`src/logic/bdsb_pkg.sv`:
```
// Package for the background debug status and breakpoint block
package bdsb_pkg;
  // Status/control bit positions
  localparam int unsigned BIT_PERMIT   = 7;     // Background permit
  localparam int unsigned BIT_ACTIVE   = 6;     // Active background status
  localparam int unsigned BIT_BKPT_EN  = 5;     // Breakpoint enable
  localparam int unsigned BIT_FORCE    = 4;     // Force/tag select
  localparam int unsigned BIT_CLKSEL   = 3;     // Comm clock select
  localparam int unsigned BIT_WAIT     = 2;     // Wait/stop status
  localparam int unsigned BIT_WFAIL    = 1;     // Wait/stop failure
  localparam int unsigned BIT_SAF      = 0;     // Slow access failure
  // Widths
  localparam int unsigned CTRL_W       = 8;     // Status/control width
  localparam int unsigned ADDR_W       = 16;    // Breakpoint address width
  // Reset values
  localparam logic [7:0]  CTRL_RST     = 8'h00; // Control bits reset
  localparam logic [15:0] BKPT_RST     = 16'h0000; // Match address reset
  // Serial command codes seen on the command port
  typedef enum logic [4:0] {
    CMD_NONE       = 5'h00,                     // Idle
    CMD_READ_STAT  = 5'h01,                     // Read status/control
    CMD_WRITE_CTRL = 5'h02,                     // Write status/control
    CMD_READ_BRK   = 5'h04,                     // Read breakpoint
    CMD_WRITE_BRK  = 5'h08,                     // Write breakpoint
    CMD_BACKGROUND = 5'h10                      // Background command
  } bdsb_cmd_t;
  // Breakpoint request kind to the CPU
  typedef enum logic [2:0] {
    BRK_NONE  = 3'h1,                           // No request
    BRK_FORCE = 3'h2,                           // Force at instruction end
    BRK_TAG   = 3'h4                            // Tag fetched opcode
  } bdsb_brk_t;
endpackage

```
`src/logic/bdsb_top.sv`:
```
// Background debug status/control and breakpoint block, top level
`timescale 1ns/1ps
`default_nettype none
module bdsb_top #(
  parameter int unsigned AW = bdsb_pkg::ADDR_W // Breakpoint width
) (
  input  wire logic            CLOCK,
  input  wire logic            RSTN,
  input  wire bdsb_pkg::bdsb_cmd_t CMD,
  input  wire logic            CMD_VALID,
  input  wire logic [15:0]     CMD_WDATA,
  input  wire logic            MEM_CMD_ACTIVE,
  input  wire logic            CPU_WAIT_STOP,
  input  wire logic            CPU_ENTER_BKGD,
  input  wire logic            CPU_RESUME,
  input  wire logic [AW-1:0]   CPU_ADDR,
  input  wire logic            CPU_FETCH,
  input  wire logic            TAG_AT_QUEUE_END,
  input  wire logic            INSN_BOUNDARY,
  output logic [15:0]          CMD_RDATA,
  output logic                 CMD_RVALID,
  output logic                 CMD_BLOCKED,
  output logic                 BKGD_REQ,
  output logic                 SOFT_INT_REQ,
  output logic                 TAG_OPCODE,
  output logic                 WAKE_TO_BKGD,
  output logic                 COMM_CLK_SEL
);
  import bdsb_pkg::*;

  logic          active_r;        // CPU in active background mode
  logic          wait_r;          // Wait/stop status
  logic          wfail_r;         // Wait/stop failure flag
  logic          force_pend_r;    // Force breakpoint pending
  logic [7:0]    ctrl_q;          // Control bits view
  logic [7:0]    stat_rd;         // Status/control read image
  logic [AW-1:0] bkpt_q;          // Match address
  logic          hit;             // Raw address match
  logic          ctrl_wr;         // Control write strobe
  logic          bkpt_wr;         // Breakpoint write strobe
  logic          cmd_ok;          // Command allowed to act
  logic          brk_fire;        // Breakpoint taken this cycle
  bdsb_brk_t     brk_kind;        // Kind of request

  // Commands other than background are blocked in wait/stop
  assign cmd_ok      = CMD_VALID && (!CPU_WAIT_STOP || CMD == CMD_BACKGROUND);
  assign CMD_BLOCKED = CMD_VALID && !cmd_ok;
  // Registers written only by the dedicated serial commands
  assign ctrl_wr     = cmd_ok && CMD == CMD_WRITE_CTRL;
  assign bkpt_wr     = cmd_ok && CMD == CMD_WRITE_BRK;

  // Status/control register
  bdsb_ctrl_reg u_ctrl (
    .clk          (CLOCK),
    .rst_n        (RSTN),
    .wr_en        (ctrl_wr),
    .wr_data      (CMD_WDATA[7:0]),
    .cpu_active   (active_r),
    .wait_status  (wait_r),
    .wfail_status (wfail_r),
    .ctrl_q       (ctrl_q),
    .read_val     (stat_rd)
  );

  // Breakpoint register and comparator
  bdsb_bkpt_match #(.AW(AW)) u_bkpt (
    .clk            (CLOCK),
    .rst_n          (RSTN),
    .wr_en          (bkpt_wr),
    .wr_data        (CMD_WDATA[AW-1:0]),
    .cpu_addr       (CPU_ADDR),
    .cpu_addr_valid (!active_r),
    .bkpt_q         (bkpt_q),
    .hit            (hit)
  );

  assign COMM_CLK_SEL = ctrl_q[BIT_CLKSEL];

  // Classify match; disabled breakpoint ignores select and address
  always_comb begin
    brk_kind = BRK_NONE;
    if (ctrl_q[BIT_BKPT_EN] && hit) begin
      if (ctrl_q[BIT_FORCE]) begin
        brk_kind = BRK_FORCE;
      end else if (CPU_FETCH) begin
        brk_kind = BRK_TAG;
      end
    end
  end

  // Tag goes with the fetched opcode into the queue
  assign TAG_OPCODE = (brk_kind == BRK_TAG);

  // Force request held until next instruction boundary
  always_ff @(posedge CLOCK or negedge RSTN) begin
    if (!RSTN) begin
      force_pend_r <= 1'b0;
    end else if (INSN_BOUNDARY || !ctrl_q[BIT_BKPT_EN]) begin
      force_pend_r <= 1'b0;
    end else if (brk_kind == BRK_FORCE) begin
      force_pend_r <= 1'b1;
    end
  end

  // Breakpoint fires at boundary (force) or when tag is executed
  assign brk_fire = ctrl_q[BIT_BKPT_EN] &&
                    ((force_pend_r && INSN_BOUNDARY) || TAG_AT_QUEUE_END);
  assign BKGD_REQ = (brk_fire && ctrl_q[BIT_PERMIT]) ||
                    (cmd_ok && CMD == CMD_BACKGROUND && ctrl_q[BIT_PERMIT]);
  assign SOFT_INT_REQ = brk_fire && !ctrl_q[BIT_PERMIT];
  // Background command wakes the CPU from wait/stop when the permit bit is set
  assign WAKE_TO_BKGD = cmd_ok && CMD == CMD_BACKGROUND && CPU_WAIT_STOP
                        && ctrl_q[BIT_PERMIT];

  // Active background mode tracking
  always_ff @(posedge CLOCK or negedge RSTN) begin
    if (!RSTN) begin
      active_r <= 1'b0;
    end else if (CPU_ENTER_BKGD) begin
      active_r <= 1'b1;
    end else if (CPU_RESUME) begin
      active_r <= 1'b0;
    end
  end

  // Wait/stop status, kept through a wakeup into active mode
  always_ff @(posedge CLOCK or negedge RSTN) begin
    if (!RSTN) begin
      wait_r <= 1'b0;
    end else if (CPU_WAIT_STOP) begin
      wait_r <= 1'b1;
    end else if (CPU_RESUME || (!active_r && !CPU_ENTER_BKGD)) begin
      wait_r <= 1'b0;
    end
  end

  // Failure flag: memory command active in any wait/stop cycle; set wins
  always_ff @(posedge CLOCK or negedge RSTN) begin
    if (!RSTN) begin
      wfail_r <= 1'b0;
    end else if (MEM_CMD_ACTIVE && CPU_WAIT_STOP) begin
      wfail_r <= 1'b1;
    end else if (CPU_RESUME) begin
      wfail_r <= 1'b0; // Cleared on return to user code
    end
  end

  // Read answers, registered
  always_ff @(posedge CLOCK or negedge RSTN) begin
    if (!RSTN) begin
      CMD_RDATA  <= 16'h0000;
      CMD_RVALID <= 1'b0;
    end else begin
      CMD_RVALID <= cmd_ok && (CMD == CMD_READ_STAT || CMD == CMD_READ_BRK);
      if (cmd_ok && CMD == CMD_READ_STAT) begin
        CMD_RDATA <= {8'h00, stat_rd};
      end else if (cmd_ok && CMD == CMD_READ_BRK) begin
        CMD_RDATA <= 16'(bkpt_q);
      end
    end
  end
endmodule
`default_nettype wire

```
`src/logic/bdsb_ctrl_reg.sv`:
```
// Status/control register: writable control bits and live status bits
`timescale 1ns/1ps
`default_nettype none
module bdsb_ctrl_reg (
  input  wire logic        clk,
  input  wire logic        rst_n,
  input  wire logic        wr_en,
  input  wire logic [7:0]  wr_data,
  input  wire logic        cpu_active,
  input  wire logic        wait_status,
  input  wire logic        wfail_status,
  output logic [7:0]       ctrl_q,
  output logic [7:0]       read_val
);
  import bdsb_pkg::*;

  logic permit_r;                     // Background permit
  logic bkpt_en_r;                    // Breakpoint enable
  logic force_r;                      // Force/tag select
  logic clksel_r;                     // Comm clock select

  // Permit: sticky once set, writes blocked in active mode
  always_ff @(posedge clk or negedge rst_n) begin
    if (!rst_n) begin
      permit_r <= CTRL_RST[BIT_PERMIT];
    end else if (wr_en && !cpu_active && wr_data[BIT_PERMIT]) begin
      permit_r <= 1'b1;
    end
  end

  // Other control bits, writable any time
  always_ff @(posedge clk or negedge rst_n) begin
    if (!rst_n) begin
      bkpt_en_r <= CTRL_RST[BIT_BKPT_EN];
      force_r   <= CTRL_RST[BIT_FORCE];
      clksel_r  <= CTRL_RST[BIT_CLKSEL];
    end else if (wr_en) begin
      bkpt_en_r <= wr_data[BIT_BKPT_EN];
      force_r   <= wr_data[BIT_FORCE];
      clksel_r  <= wr_data[BIT_CLKSEL];
    end
  end

  // Compose control view and read image; status bits never written
  always_comb begin
    ctrl_q              = 8'h00;
    ctrl_q[BIT_PERMIT]  = permit_r;
    ctrl_q[BIT_BKPT_EN] = bkpt_en_r;
    ctrl_q[BIT_FORCE]   = force_r;
    ctrl_q[BIT_CLKSEL]  = clksel_r;
    read_val            = ctrl_q;
    read_val[BIT_ACTIVE] = cpu_active;
    read_val[BIT_WAIT]   = wait_status;
    read_val[BIT_WFAIL]  = wfail_status;
    read_val[BIT_SAF]    = 1'b0;
  end
endmodule
`default_nettype wire

```
`src/logic/bdsb_bkpt_match.sv`:
```
// Breakpoint address register and comparator
`timescale 1ns/1ps
`default_nettype none
module bdsb_bkpt_match #(
  parameter int unsigned AW = 16      // Match address width
) (
  input  wire logic          clk,
  input  wire logic          rst_n,
  input  wire logic          wr_en,
  input  wire logic [AW-1:0] wr_data,
  input  wire logic [AW-1:0] cpu_addr,
  input  wire logic          cpu_addr_valid,
  output logic [AW-1:0]      bkpt_q,
  output logic               hit
);
  import bdsb_pkg::*;

  // Match address storage
  always_ff @(posedge clk or negedge rst_n) begin
    if (!rst_n) begin
      bkpt_q <= BKPT_RST[AW-1:0];
    end else if (wr_en) begin
      bkpt_q <= wr_data;
    end
  end

  // Address compare
  assign hit = cpu_addr_valid && (cpu_addr == bkpt_q);
endmodule
`default_nettype wire

```
`config.mk`:
```
export PLATFORM = sky130hd
export DESIGN_NAME = bdsb_top
export DESIGN_NICKNAME = d
export VERILOG_FILES = /design/src/logic/bdsb_pkg.sv /design/src/logic/bdsb_top.sv /design/src/logic/bdsb_ctrl_reg.sv /design/src/logic/bdsb_bkpt_match.sv
export SDC_FILE = /design/constraint.sdc
export NUM_CORES = 1
export LEC_CHECK = 0
export ABC_AREA = 1
export BUFFER_PORTS_ARGS = -buffer_cell sky130_fd_sc_hd__buf_2
export CORE_ASPECT_RATIO = 0.75
export CORE_MARGIN = 4
export CORE_UTILIZATION = 45
export CTS_BUF_LIST = sky130_fd_sc_hd__clkbuf_4
export DETAILED_ROUTE_END_ITERATION = 7
export PLACE_DENSITY = 0.71
export SLEW_MARGIN = 40
export SYNTH_ARGS = -nofsm -noshare
export SYNTH_HDL_FRONTEND = slang
export SYNTH_SLANG_ARGS = --single-unit
```
`constraint.sdc`:
```
create_clock -name CLOCK -period 1.4 [get_ports CLOCK]
set_clock_uncertainty 0.05 [all_clocks]
set_input_delay 0 -clock CLOCK [delete_from_list [all_inputs] [get_ports CLOCK]]
set_output_delay 0 -clock CLOCK [all_outputs]
set_load 0.005 [all_outputs]
```
==> results of run 1 <==
power by group:
part | switching (mW) | leakage [nW] | internal [mW]
Clock | 0.410 | 0.0310 | 0.190
Sequential | 0.116 | 0.498 | 1.36
Combinational | 0.392 | 1.15 | 0.376
Total | 0.918 | 1.68 | 1.92
kinds of logic (layout without fill, tap and decap cells):
family / count (synthesis) / after routing / synth area share
xor gates and xnor gates: 2 / 2 / 0.00766
buffers and inverters: 52 / 162 / 0.105
DFF: 41 / 41 / 0.449
and+or+nand+nor: 148 / 148 / 0.294
AOI/OAI and AO/OA: 50 / 50 / 0.145
critical path, delay by kind of cell, from the launching register on:
kind,cells,cell delay [ps]
flip-flops,1,430
buffers and inverters,2,290
AND/OR/NAND/NOR,5,550
cell type report:
| cell class | instances | area share |
|---|---|---|
| clock buffers | 5 | 0.0122 |
| clock inverters | 3 | 0.00568 |
| inverters | 46 | 0.0580 |
| multi-input cells | 200 | 0.336 |
| flip-flops and latches | 41 | 0.333 |
| well taps | 60 | 0.0244 |
| repair buffers | 108 | 0.231 |
registers in the layout (all words and copies together) (netlist names):
register and count:
CMD_RDATA 16, u_bkpt.bkpt_q 16, CMD_RVALID 1, active_r 1
force_pend_r 1, u_ctrl.bkpt_en_r 1, u_ctrl.clksel_r 1, u_ctrl.force_r 1
u_ctrl.permit_r 1, wait_r 1, wfail_r 1
what timing repair did:
item	CTS	global route
resized for setup	5	4
pin swaps	0	6
hold buffers	24	0
setup buffers	4	2
endpoints found under the hold margin	65	0
endpoints found under the setup margin	1	3
routing by layer:
metal | GRT usage | up-vias
met3 | 0.0456 | 8
met5 | 0 | -
li1 | - | 1140
met1 | 0.285 | 1013
met2 | 0.312 | 54
met4 | 0.0509 | 0
layout by cell type (no fill, tap or decap), drive strengths merged:
master,Yosys,layout
dlygate4sd3,0,24
buf,6,84
nand4,5,5
xnor2,2,2
nor3,4,4
clkbuf,0,5
nor2,48,48
a21oi,11,11
nand3,7,7
or2,1,1
dfrtp,41,41
inv,45,45
clkinvlp,0,1
nand2,81,81
o31ai,6,6
o21ai,31,31
clkinv,1,3
nor3b,2,2
o21bai,2,2
stage by stage:
stage / power [mW] / setup WS, ps / std cells
3_5_place_dp: 2.17 / 94.8 / 425
3_3_place_gp: 2.15 / 122 / 425
5_1_grt: 3.02 / -375 / 463
2_1_floorplan: 1.85 / 341 / 293
6_report: 2.84 / -271 / 463
4_1_cts: 2.84 / -248 / 461
how the worst max path moves through the flow:
| stage | startpoint | endpoint | slack [ps] | cells after the start |
|---|---|---|---|---|
| floorplan | u_bkpt.bkpt_q[2]$_DFFE_PN0P_ | force_pend_r$_DFFE_PN0P_ | 340 | 6 |
| global placement | CMD[1] | CMD_RDATA[1]$_DFFE_PN0P_ | 120 | 9 |
| detailed placement | active_r$_DFFE_PN0P_ | TAG_OPCODE | 90 | 8 |
| CTS | u_bkpt.bkpt_q[1]$_DFFE_PN0P_ | TAG_OPCODE | -250 | 7 |
| global route | u_bkpt.bkpt_q[1]$_DFFE_PN0P_ | TAG_OPCODE | -370 | 7 |
| finish | u_bkpt.bkpt_q[7]$_DFFE_PN0P_ | TAG_OPCODE | -270 | 7 |
==> flow_summary.json, run 1 <==
{
  "min_path_type": "input pin to flip-flop",
  "firstDrtPassIters": 4,
  "nets": 449,
  "ys_types": 28,
  "cp-start-kind": "flip-flop",
  "fin_tns_setup_ps": -271,
  "cts_buffers": 5,
  "design_area_um2": 3080,
  "ys_top_cells_by_area": "dfrtp_1 45%, nand2_1 13%, inv_1 7.2%",
  "grt_usage": 0.201,
  "hold_path_depth": 5,
  "synth_edf_count": 0,
  "synth_top_flop_cell": "dfrtp_1",
  "holdPathEnd": "u_bkpt.bkpt_q[1]$_DFFE_PN0P_",
  "netlist_area_um2": 2290,
  "yosysWarnings": 0,
  "syn_area_per_cell_um2": 7.80,
  "synth-seq-cells": 41,
  "synth_nets": 340,
  "port_buffers": 69,
  "leakagePower_nw": 1.68,
  "maxSlewViolCount": 0,
  "drt_iter0_markers": 114,
  "worst_hold_slack_ps": 25.3,
  "required_ps": 1350,
  "cp_max_fo": 3,
  "path_clk_slew_ps": 130,
  "crit_path_max_incr_delay_ps": 430,
  "placeableCoreArea_um2": 4900,
  "violations": "negative setup slack",
  "overflow": 0,
  "yosys-top-cells-count": "78 x nand2_1, 44 x inv_1, 41 x dfrtp_1",
  "fill_cells": 447,
  "wl_met3_um": 338,
  "die_h_um": 69.7,
  "drc": 0,
  "clkLatencyLatePin_ps": 360,
  "setup_viol": 1,
  "cts_tree": "built",
  "totalWireLength_um": 5980,
  "io_pins": 70,
  "grt_max_degree": 42,
  "gp_congestion": 0.902,
  "syn_inst": 293,
  "timing.fmax_mhz": 598,
  "wl_met1_um": 2830,
  "worstSetupPathType": "flip-flop to primary output",
  "dieArea_um2": 6300,
  "diodes": 0,
  "synthArstFlopShare": 1.00,
  "status": "complete, but fails checks",
  "htreeDepth": 2,
  "seq_area_frac_synth": 0.449,
  "arrival_ps": 1620,
  "post-synth-top-count-cell": "nand2_1",
  "hold_violations": 0,
  "maxUsedRoutingLayer": "met4",
  "dr_wl_met2_um": 2750,
  "tightest_slew_ps": 524,
  "cts-root-buf": "clkbuf_4",
  "endpoint_kind": "primary output",
  "crit_chain": "buf_4 > nand2_2 > nand2_1 > nor2_1 > nand3_1 > nor3_2 > buf_2",
  "vias_per_cell": 4.78,
  "period_share": 1.19,
  "rr_worst_depth": 8,
  "ant_nets": 0,
  "r2r_setup_slack_ps": 80,
  "post-route-util": 0.629,
  "clock_sinks": 41,
  "r2r_start": "u_bkpt.bkpt_q[7]$_DFFE_PN0P_",
  "maxSlewHeadroom": 0.651,
  "vias": 2215,
  "final_layout_size_suffix_gt1_frac": 0.337,
  "powerDensity_nw_per_um2": 921,
  "dp_hpwl_um": 4500,
  "grt_pass1_wl_um": 10100,
  "area_delta_synth_final_pct": 34.9,
  "r2r_end": "force_pend_r$_DFFE_PN0P_",
  "final.min_clock_period_ps": 1670,
  "synth_area_leader_cell": "dfrtp_1",
  "crit_slowest_cell": "dfrtp_1",
  "synth.top_cell.area_share": 0.449,
  "worstHoldStart": "CMD[1]",
  "grt_setup_unrepaired": "true",
  "postPlaceCellArea_um2": 2730,
  "cap_violations": 0,
  "start_util": 0.467,
  "routedWlPerCell_um": 12.9,
  "multi_input_area_um2": 1040,
  "setup_ws_ps": -271,
  "dieWidth_um": 90.3,
  "antenna_found_initial": 0,
  "grt_pass1_vias": 2174,
  "regArea_um2": 1030,
  "std_cell_rows": 22,
  "vdd_drop_max_uv": 475,
  "cts.path.max_buffers": 2
}
Power figures use the tool's default switching activity.
==> inputs of run 2 (changes only) <==
Settings changed: CORE_ASPECT_RATIO 0.75 to 1.5.
==> run 2 against run 1 <==
Against the previous run: the flow still finishes with violations (negative setup slack); flip-flop and latch count stayed put; sequential power hardly changed; hold slack better by 17 ps; power is 5.9% higher; critical path type unchanged.
==> flow_summary.json, run 2 (synthesis results as in run 1) <==
{
  "grt_pass1_vias": 2118,
  "hold_violations": 0,
  "endpoint_kind": "primary output",
  "multi_input_area_um2": 1050,
  "worstSetupPathType": "flip-flop to primary output",
  "std_cell_rows": 31,
  "final.min_clock_period_ps": 1670,
  "fill_cells": 460,
  "placeableCoreArea_um2": 4890,
  "reg_top3": "CMD_RDATA: 16 flops, u_bkpt.bkpt_q: 16 flops",
  "leakagePower_nw": 1.67,
  "regArea_um2": 1030,
  "dp_hpwl_um": 4370,
  "clkLatencyLatePin_ps": 360,
  "setup_viol": 1,
  "final_layout_size_suffix_gt1_frac": 0.332,
  "maxSlewViolCount": 0,
  "status": "complete, but fails checks",
  "cts_tree": "built",
  "cap_violations": 0,
  "clock_sinks": 41,
  "min_path_type": "input pin to asynchronous set/reset pin",
  "grt_setup_unrepaired": "true",
  "layout_commonest_cell": "nand2_1",
  "path_clk_slew_ps": 120,
  "period_share": 1.20,
  "drc": 0,
  "grt_usage": 0.193,
  "vdd_drop_max_uv": 618,
  "cts_buffers": 5,
  "place_ws_ps": 18.7,
  "nets": 447,
  "vias_per_cell": 4.68,
  "cts-root-buf": "clkbuf_4",
  "vias": 2186,
  "io_pins": 70,
  "ant_nets": 0,
  "dieArea_um2": 6310,
  "area_delta_synth_final_pct": 36.5,
  "tightest_slew_ps": 392,
  "routedWlPerCell_um": 12.2,
  "grt_pass1_wl_um": 9360,
  "required_ps": 1350,
  "maxSlewHeadroom": 0.739,
  "gp_congestion": 0.868,
  "cp_max_fo": 3,
  "start_util": 0.468,
  "power_mw": 3.01,
  "diodes": 0,
  "powerDensity_nw_per_um2": 964,
  "cts.path.max_buffers": 2,
  "drt_iter0_markers": 75,
  "dieWidth_um": 66.2,
  "grt_max_degree": 33,
  "arrival_ps": 1620,
  "layout_common_cells": "75 x nand2_1, 69 x buf_2, 41 x dfrtp_1, 41 x inv_1, 37 x nor2_1",
  "timing.fmax_mhz": 597,
  "overflow": 0,
  "port_buffers": 69,
  "violations": "negative setup slack",
  "firstDrtPassIters": 6,
  "cp-start-kind": "flip-flop",
  "setup_ws_ps": -274,
  "antenna_found_initial": 0,
  "totalWireLength_um": 5680,
  "die_h_um": 95.3,
  "htreeDepth": 2
}
[run 2: layout make-up]
cell class | instances | area share
clock buffers | 5 | 0.0120
inverters | 46 | 0.0574
multi-input cells | 200 | 0.336
flip-flops and latches | 41 | 0.329
well taps | 66 | 0.0265
clock inverters | 3 | 0.0132
repair buffers | 106 | 0.226
[run 2: worst paths after layout]
check	start	end	slack, ps	cells past startpoint
worst max-delay path	u_bkpt.bkpt_q[2]$_DFFE_PN0P_	TAG_OPCODE	-270	9
worst min-delay path	RSTN	force_pend_r$_DFFE_PN0P_	40	2
worst max register to register	u_bkpt.bkpt_q[6]$_DFFE_PN0P_	force_pend_r$_DFFE_PN0P_	100	6
worst min register to register	CMD_RDATA[1]$_DFFE_PN0P_	CMD_RDATA[1]$_DFFE_PN0P_	450	2
max in group asynchronous	RSTN	u_bkpt.bkpt_q[8]$_DFFE_PN0P_	790	3
min in group CLOCK	CPU_ADDR[6]	force_pend_r$_DFFE_PN0P_	70	6
[run 2: metal layers]
layer,up-vias,wire length (µm),part of all wire,track usage
met5,-,0,0,0
met4,0,69,0.012,0.0559
met3,6,257,0.045,0.0342
met2,53,3050,0.54,0.347
met1,1001,2300,0.41,0.232
li1,1126,-,-,-
[run 2: repair_timing]
item                                    4_1_cts  5_1_grt
endpoints found under the setup margin        1        3
endpoints found under the hold margin        65        0
gates cloned                                  0        0
pin swaps                                     1        5
hold buffers                                 23        0
setup buffers                                 1        6
gates resized for setup                       3        7
[run 2: power by group]
part	internal, mW	switching [mW]	leakage [nW]
registers	1.36	0.115	0.498
clock network	0.370	0.398	0.0389
logic	0.384	0.383	1.13
total	2.11	0.896	1.67
[run 2: critical path, stage by stage (launching register included)]
cell and delay (ps):
dfrtp_1 410, inv_2 70, or2_4 120, nand2_2 50, nor2_2 110, nand2_1 60, nor2_1 90, nand2_1 60
nor3_2 170, buf_2 140
[run 2: through the flow]
stage	std cells	hold WS (ps)	TNS, ps	instance area [µm²]	util
final	467	42.2	-274	3120	0.638
after global routing	467	70.2	-410	3120	0.638
after CTS	461	44.6	-249	3050	0.625
after detailed placement	429	-107	0	2730	0.559
after global placement	429	-110	0	2730	0.559
after floorplan	293	-346	0	2290	-
==> inputs of run 3 (changes only) <==
Settings changed: RECOVER_POWER from default to 100.
==> run 3 against run 2 <==
Against the previous run: combinational power is 5.5% lower; global-route usage did not move; flip-flop and latch count unchanged; the run still ends with negative setup slack left; design area decreased by 3.5%; routed wire length up 0.74%; largest cell class is now flip-flops and latches; critical path type unchanged; non-clock buffer count unchanged; setup slack worse by 11 ps; clock-buffer cell count unchanged; first-iteration DRC count grew 41%; clock power increased by 0.7%; cell count is the same; die area did not move.
==> flow_summary.json, run 3 (synthesis results as in run 1) <==
{
  "powerDensity_nw_per_um2": 986,
  "arrival_ps": 1640,
  "die_h_um": 95.3,
  "grt_usage": 0.193,
  "cp-start-kind": "flip-flop",
  "setup_ws_ps": -285,
  "area_delta_synth_final_pct": 31.7,
  "fill_cells": 492,
  "grt_setup_unrepaired": "true",
  "clkLatencyLatePin_ps": 360,
  "required_ps": 1350,
  "path_clk_slew_ps": 120,
  "grtUsageMet1": 0.232,
  "vdd_drop_max_uv": 611,
  "cts_tree": "built",
  "final.min_clock_period_ps": 1690,
  "vias": 2179,
  "ant_nets": 0,
  "reg_top3": "CMD_RDATA: 16 flops, u_bkpt.bkpt_q: 16 flops",
  "worstSetupPathType": "flip-flop to primary output",
  "port_buffers": 69,
  "totalWireLength_um": 5720,
  "dieWidth_um": 66.2,
  "period_share": 1.20,
  "vias_per_cell": 4.67,
  "layout_commonest_cell": "nand2_1",
  "drt_iter0_markers": 106,
  "setup_viol": 8,
  "grt-busiest-layer": "met2",
  "firstDrtPassIters": 4,
  "clock_sinks": 41,
  "fin_tns_setup_ps": -1000,
  "violations": "negative setup slack",
  "gp_congestion": 0.868,
  "leakagePower_nw": 1.61,
  "maxSlewHeadroom": 0.421,
  "cts.path.max_buffers": 2,
  "cts-root-buf": "clkbuf_4",
  "endpoint_kind": "primary output",
  "final_layout_size_suffix_gt1_frac": 0.277,
  "layout_common_cells": "76 x nand2_1, 60 x buf_2, 41 x dfrtp_1, 41 x inv_1, 41 x nor2_1",
  "maxSlewViolCount": 0,
  "dieArea_um2": 6310,
  "start_util": 0.468,
  "nets": 447,
  "routedWlPerCell_um": 12.2,
  "status": "complete, but fails checks",
  "use_met2": 0.347,
  "std_cell_rows": 31,
  "htreeDepth": 2,
  "timing.fmax_mhz": 593,
  "tightest_slew_ps": 869,
  "grt_pass1_vias": 2118,
  "post-route-util": 0.616,
  "cp_max_fo": 3,
  "antenna_found_initial": 0,
  "diodes": 0,
  "grt_max_degree": 33,
  "overflow": 0,
  "io_pins": 70,
  "min_path_type": "input pin to flip-flop",
  "grt_util_met3": 0.0342,
  "cts_buffers": 5,
  "hold_violations": 0,
  "grt_pass1_wl_um": 9360,
  "placeableCoreArea_um2": 4890,
  "power_mw": 2.97,
  "cap_violations": 0,
  "dp_hpwl_um": 4370,
  "drc": 0
}
[run 3: changes by cell type in the layout (fill, tap and decap cells not counted), moves of 2 or more]
cell,before,now
buf_2,69,60
o21ai_2,7,2
clkbuf_1,0,10
o21ai_0,12,17
buf_4,12,10
nor2_2,8,4
nor2_1,37,41
clkbuf_4,5,7
buf_12,2,0
[run 3: timing repair]
| item | 4_1_cts | 5_1_grt |
|---|---|---|
| setup buffers | 1 | 6 |
| pin swaps | 1 | 5 |
| gates resized for setup | 3 | 7 |
| endpoints found under the setup margin | 1 | 3 |
| hold buffers | 23 | 0 |
| hold endpoints to repair | 65 | 0 |
[run 3: final timing paths]
path                                         startpoint                        to  slack (ps)  cells past startpoint
max                        u_bkpt.bkpt_q[2]$_DFFE_PN0P_                TAG_OPCODE        -290                      9
min                                         CPU_ADDR[6]  force_pend_r$_DFFE_PN0P_          70                      6
max reg2reg                u_bkpt.bkpt_q[6]$_DFFE_PN0P_  force_pend_r$_DFFE_PN0P_         100                      6
min reg2reg                    CMD_RDATA[1]$_DFFE_PN0P_  CMD_RDATA[1]$_DFFE_PN0P_         450                      2
max in group asynchronous                          RSTN      active_r$_DFFE_PN0P_         120                      3
min in group asynchronous                          RSTN  force_pend_r$_DFFE_PN0P_         220                      2
[run 3: stage by stage]
stage / cell area [µm²] / hold slack [ps] / setup slack [ps] / instances
global placement: 2730 / -110 / 2.31 / 429
CTS: 3050 / 44.6 / -249 / 461
floorplan: 2290 / -346 / 341 / 293
finish: 3010 / 70.5 / -285 / 467
global route: 3010 / 92.2 / -400 / 467
detailed placement: 2730 / -107 / 18.7 / 429
[run 3: layer usage]
layer | up-vias | routed length [µm]
li1 | 1126 | -
met1 | 996 | 2360
met2 | 52 | 3060
met3 | 5 | 235
met4 | 0 | 67
met5 | - | 0
[run 3: layout make-up]
| class | count | area (µm²) | area share |
|---|---|---|---|
| inverters | 46 | 179 | 0.0594 |
| clock inverters | 3 | 41.3 | 0.0137 |
| clock buffers | 5 | 37.5 | 0.0125 |
| well taps | 66 | 82.6 | 0.0274 |
| multi-input cells | 200 | 981 | 0.326 |
| flip-flops and latches | 41 | 1030 | 0.341 |
| repair buffers | 106 | 663 | 0.220 |
[run 3: critical path, cell delays in order (launching register included)]
cell	delay, ps
dfrtp_1	410
inv_2	70
or2_4	120
nand2_2	50
nor2_2	110
nand2_1	60
nor2_1	100
nand2_1	60
nor3_2	170
buf_2	140
[run 3: where the power goes]
part           switching, mW  total [mW]  leakage, nW  internal [mW]
Sequential             0.115        1.47        0.498           1.36
Combinational          0.371       0.726         1.07          0.355
Clock                  0.403       0.773       0.0389          0.370
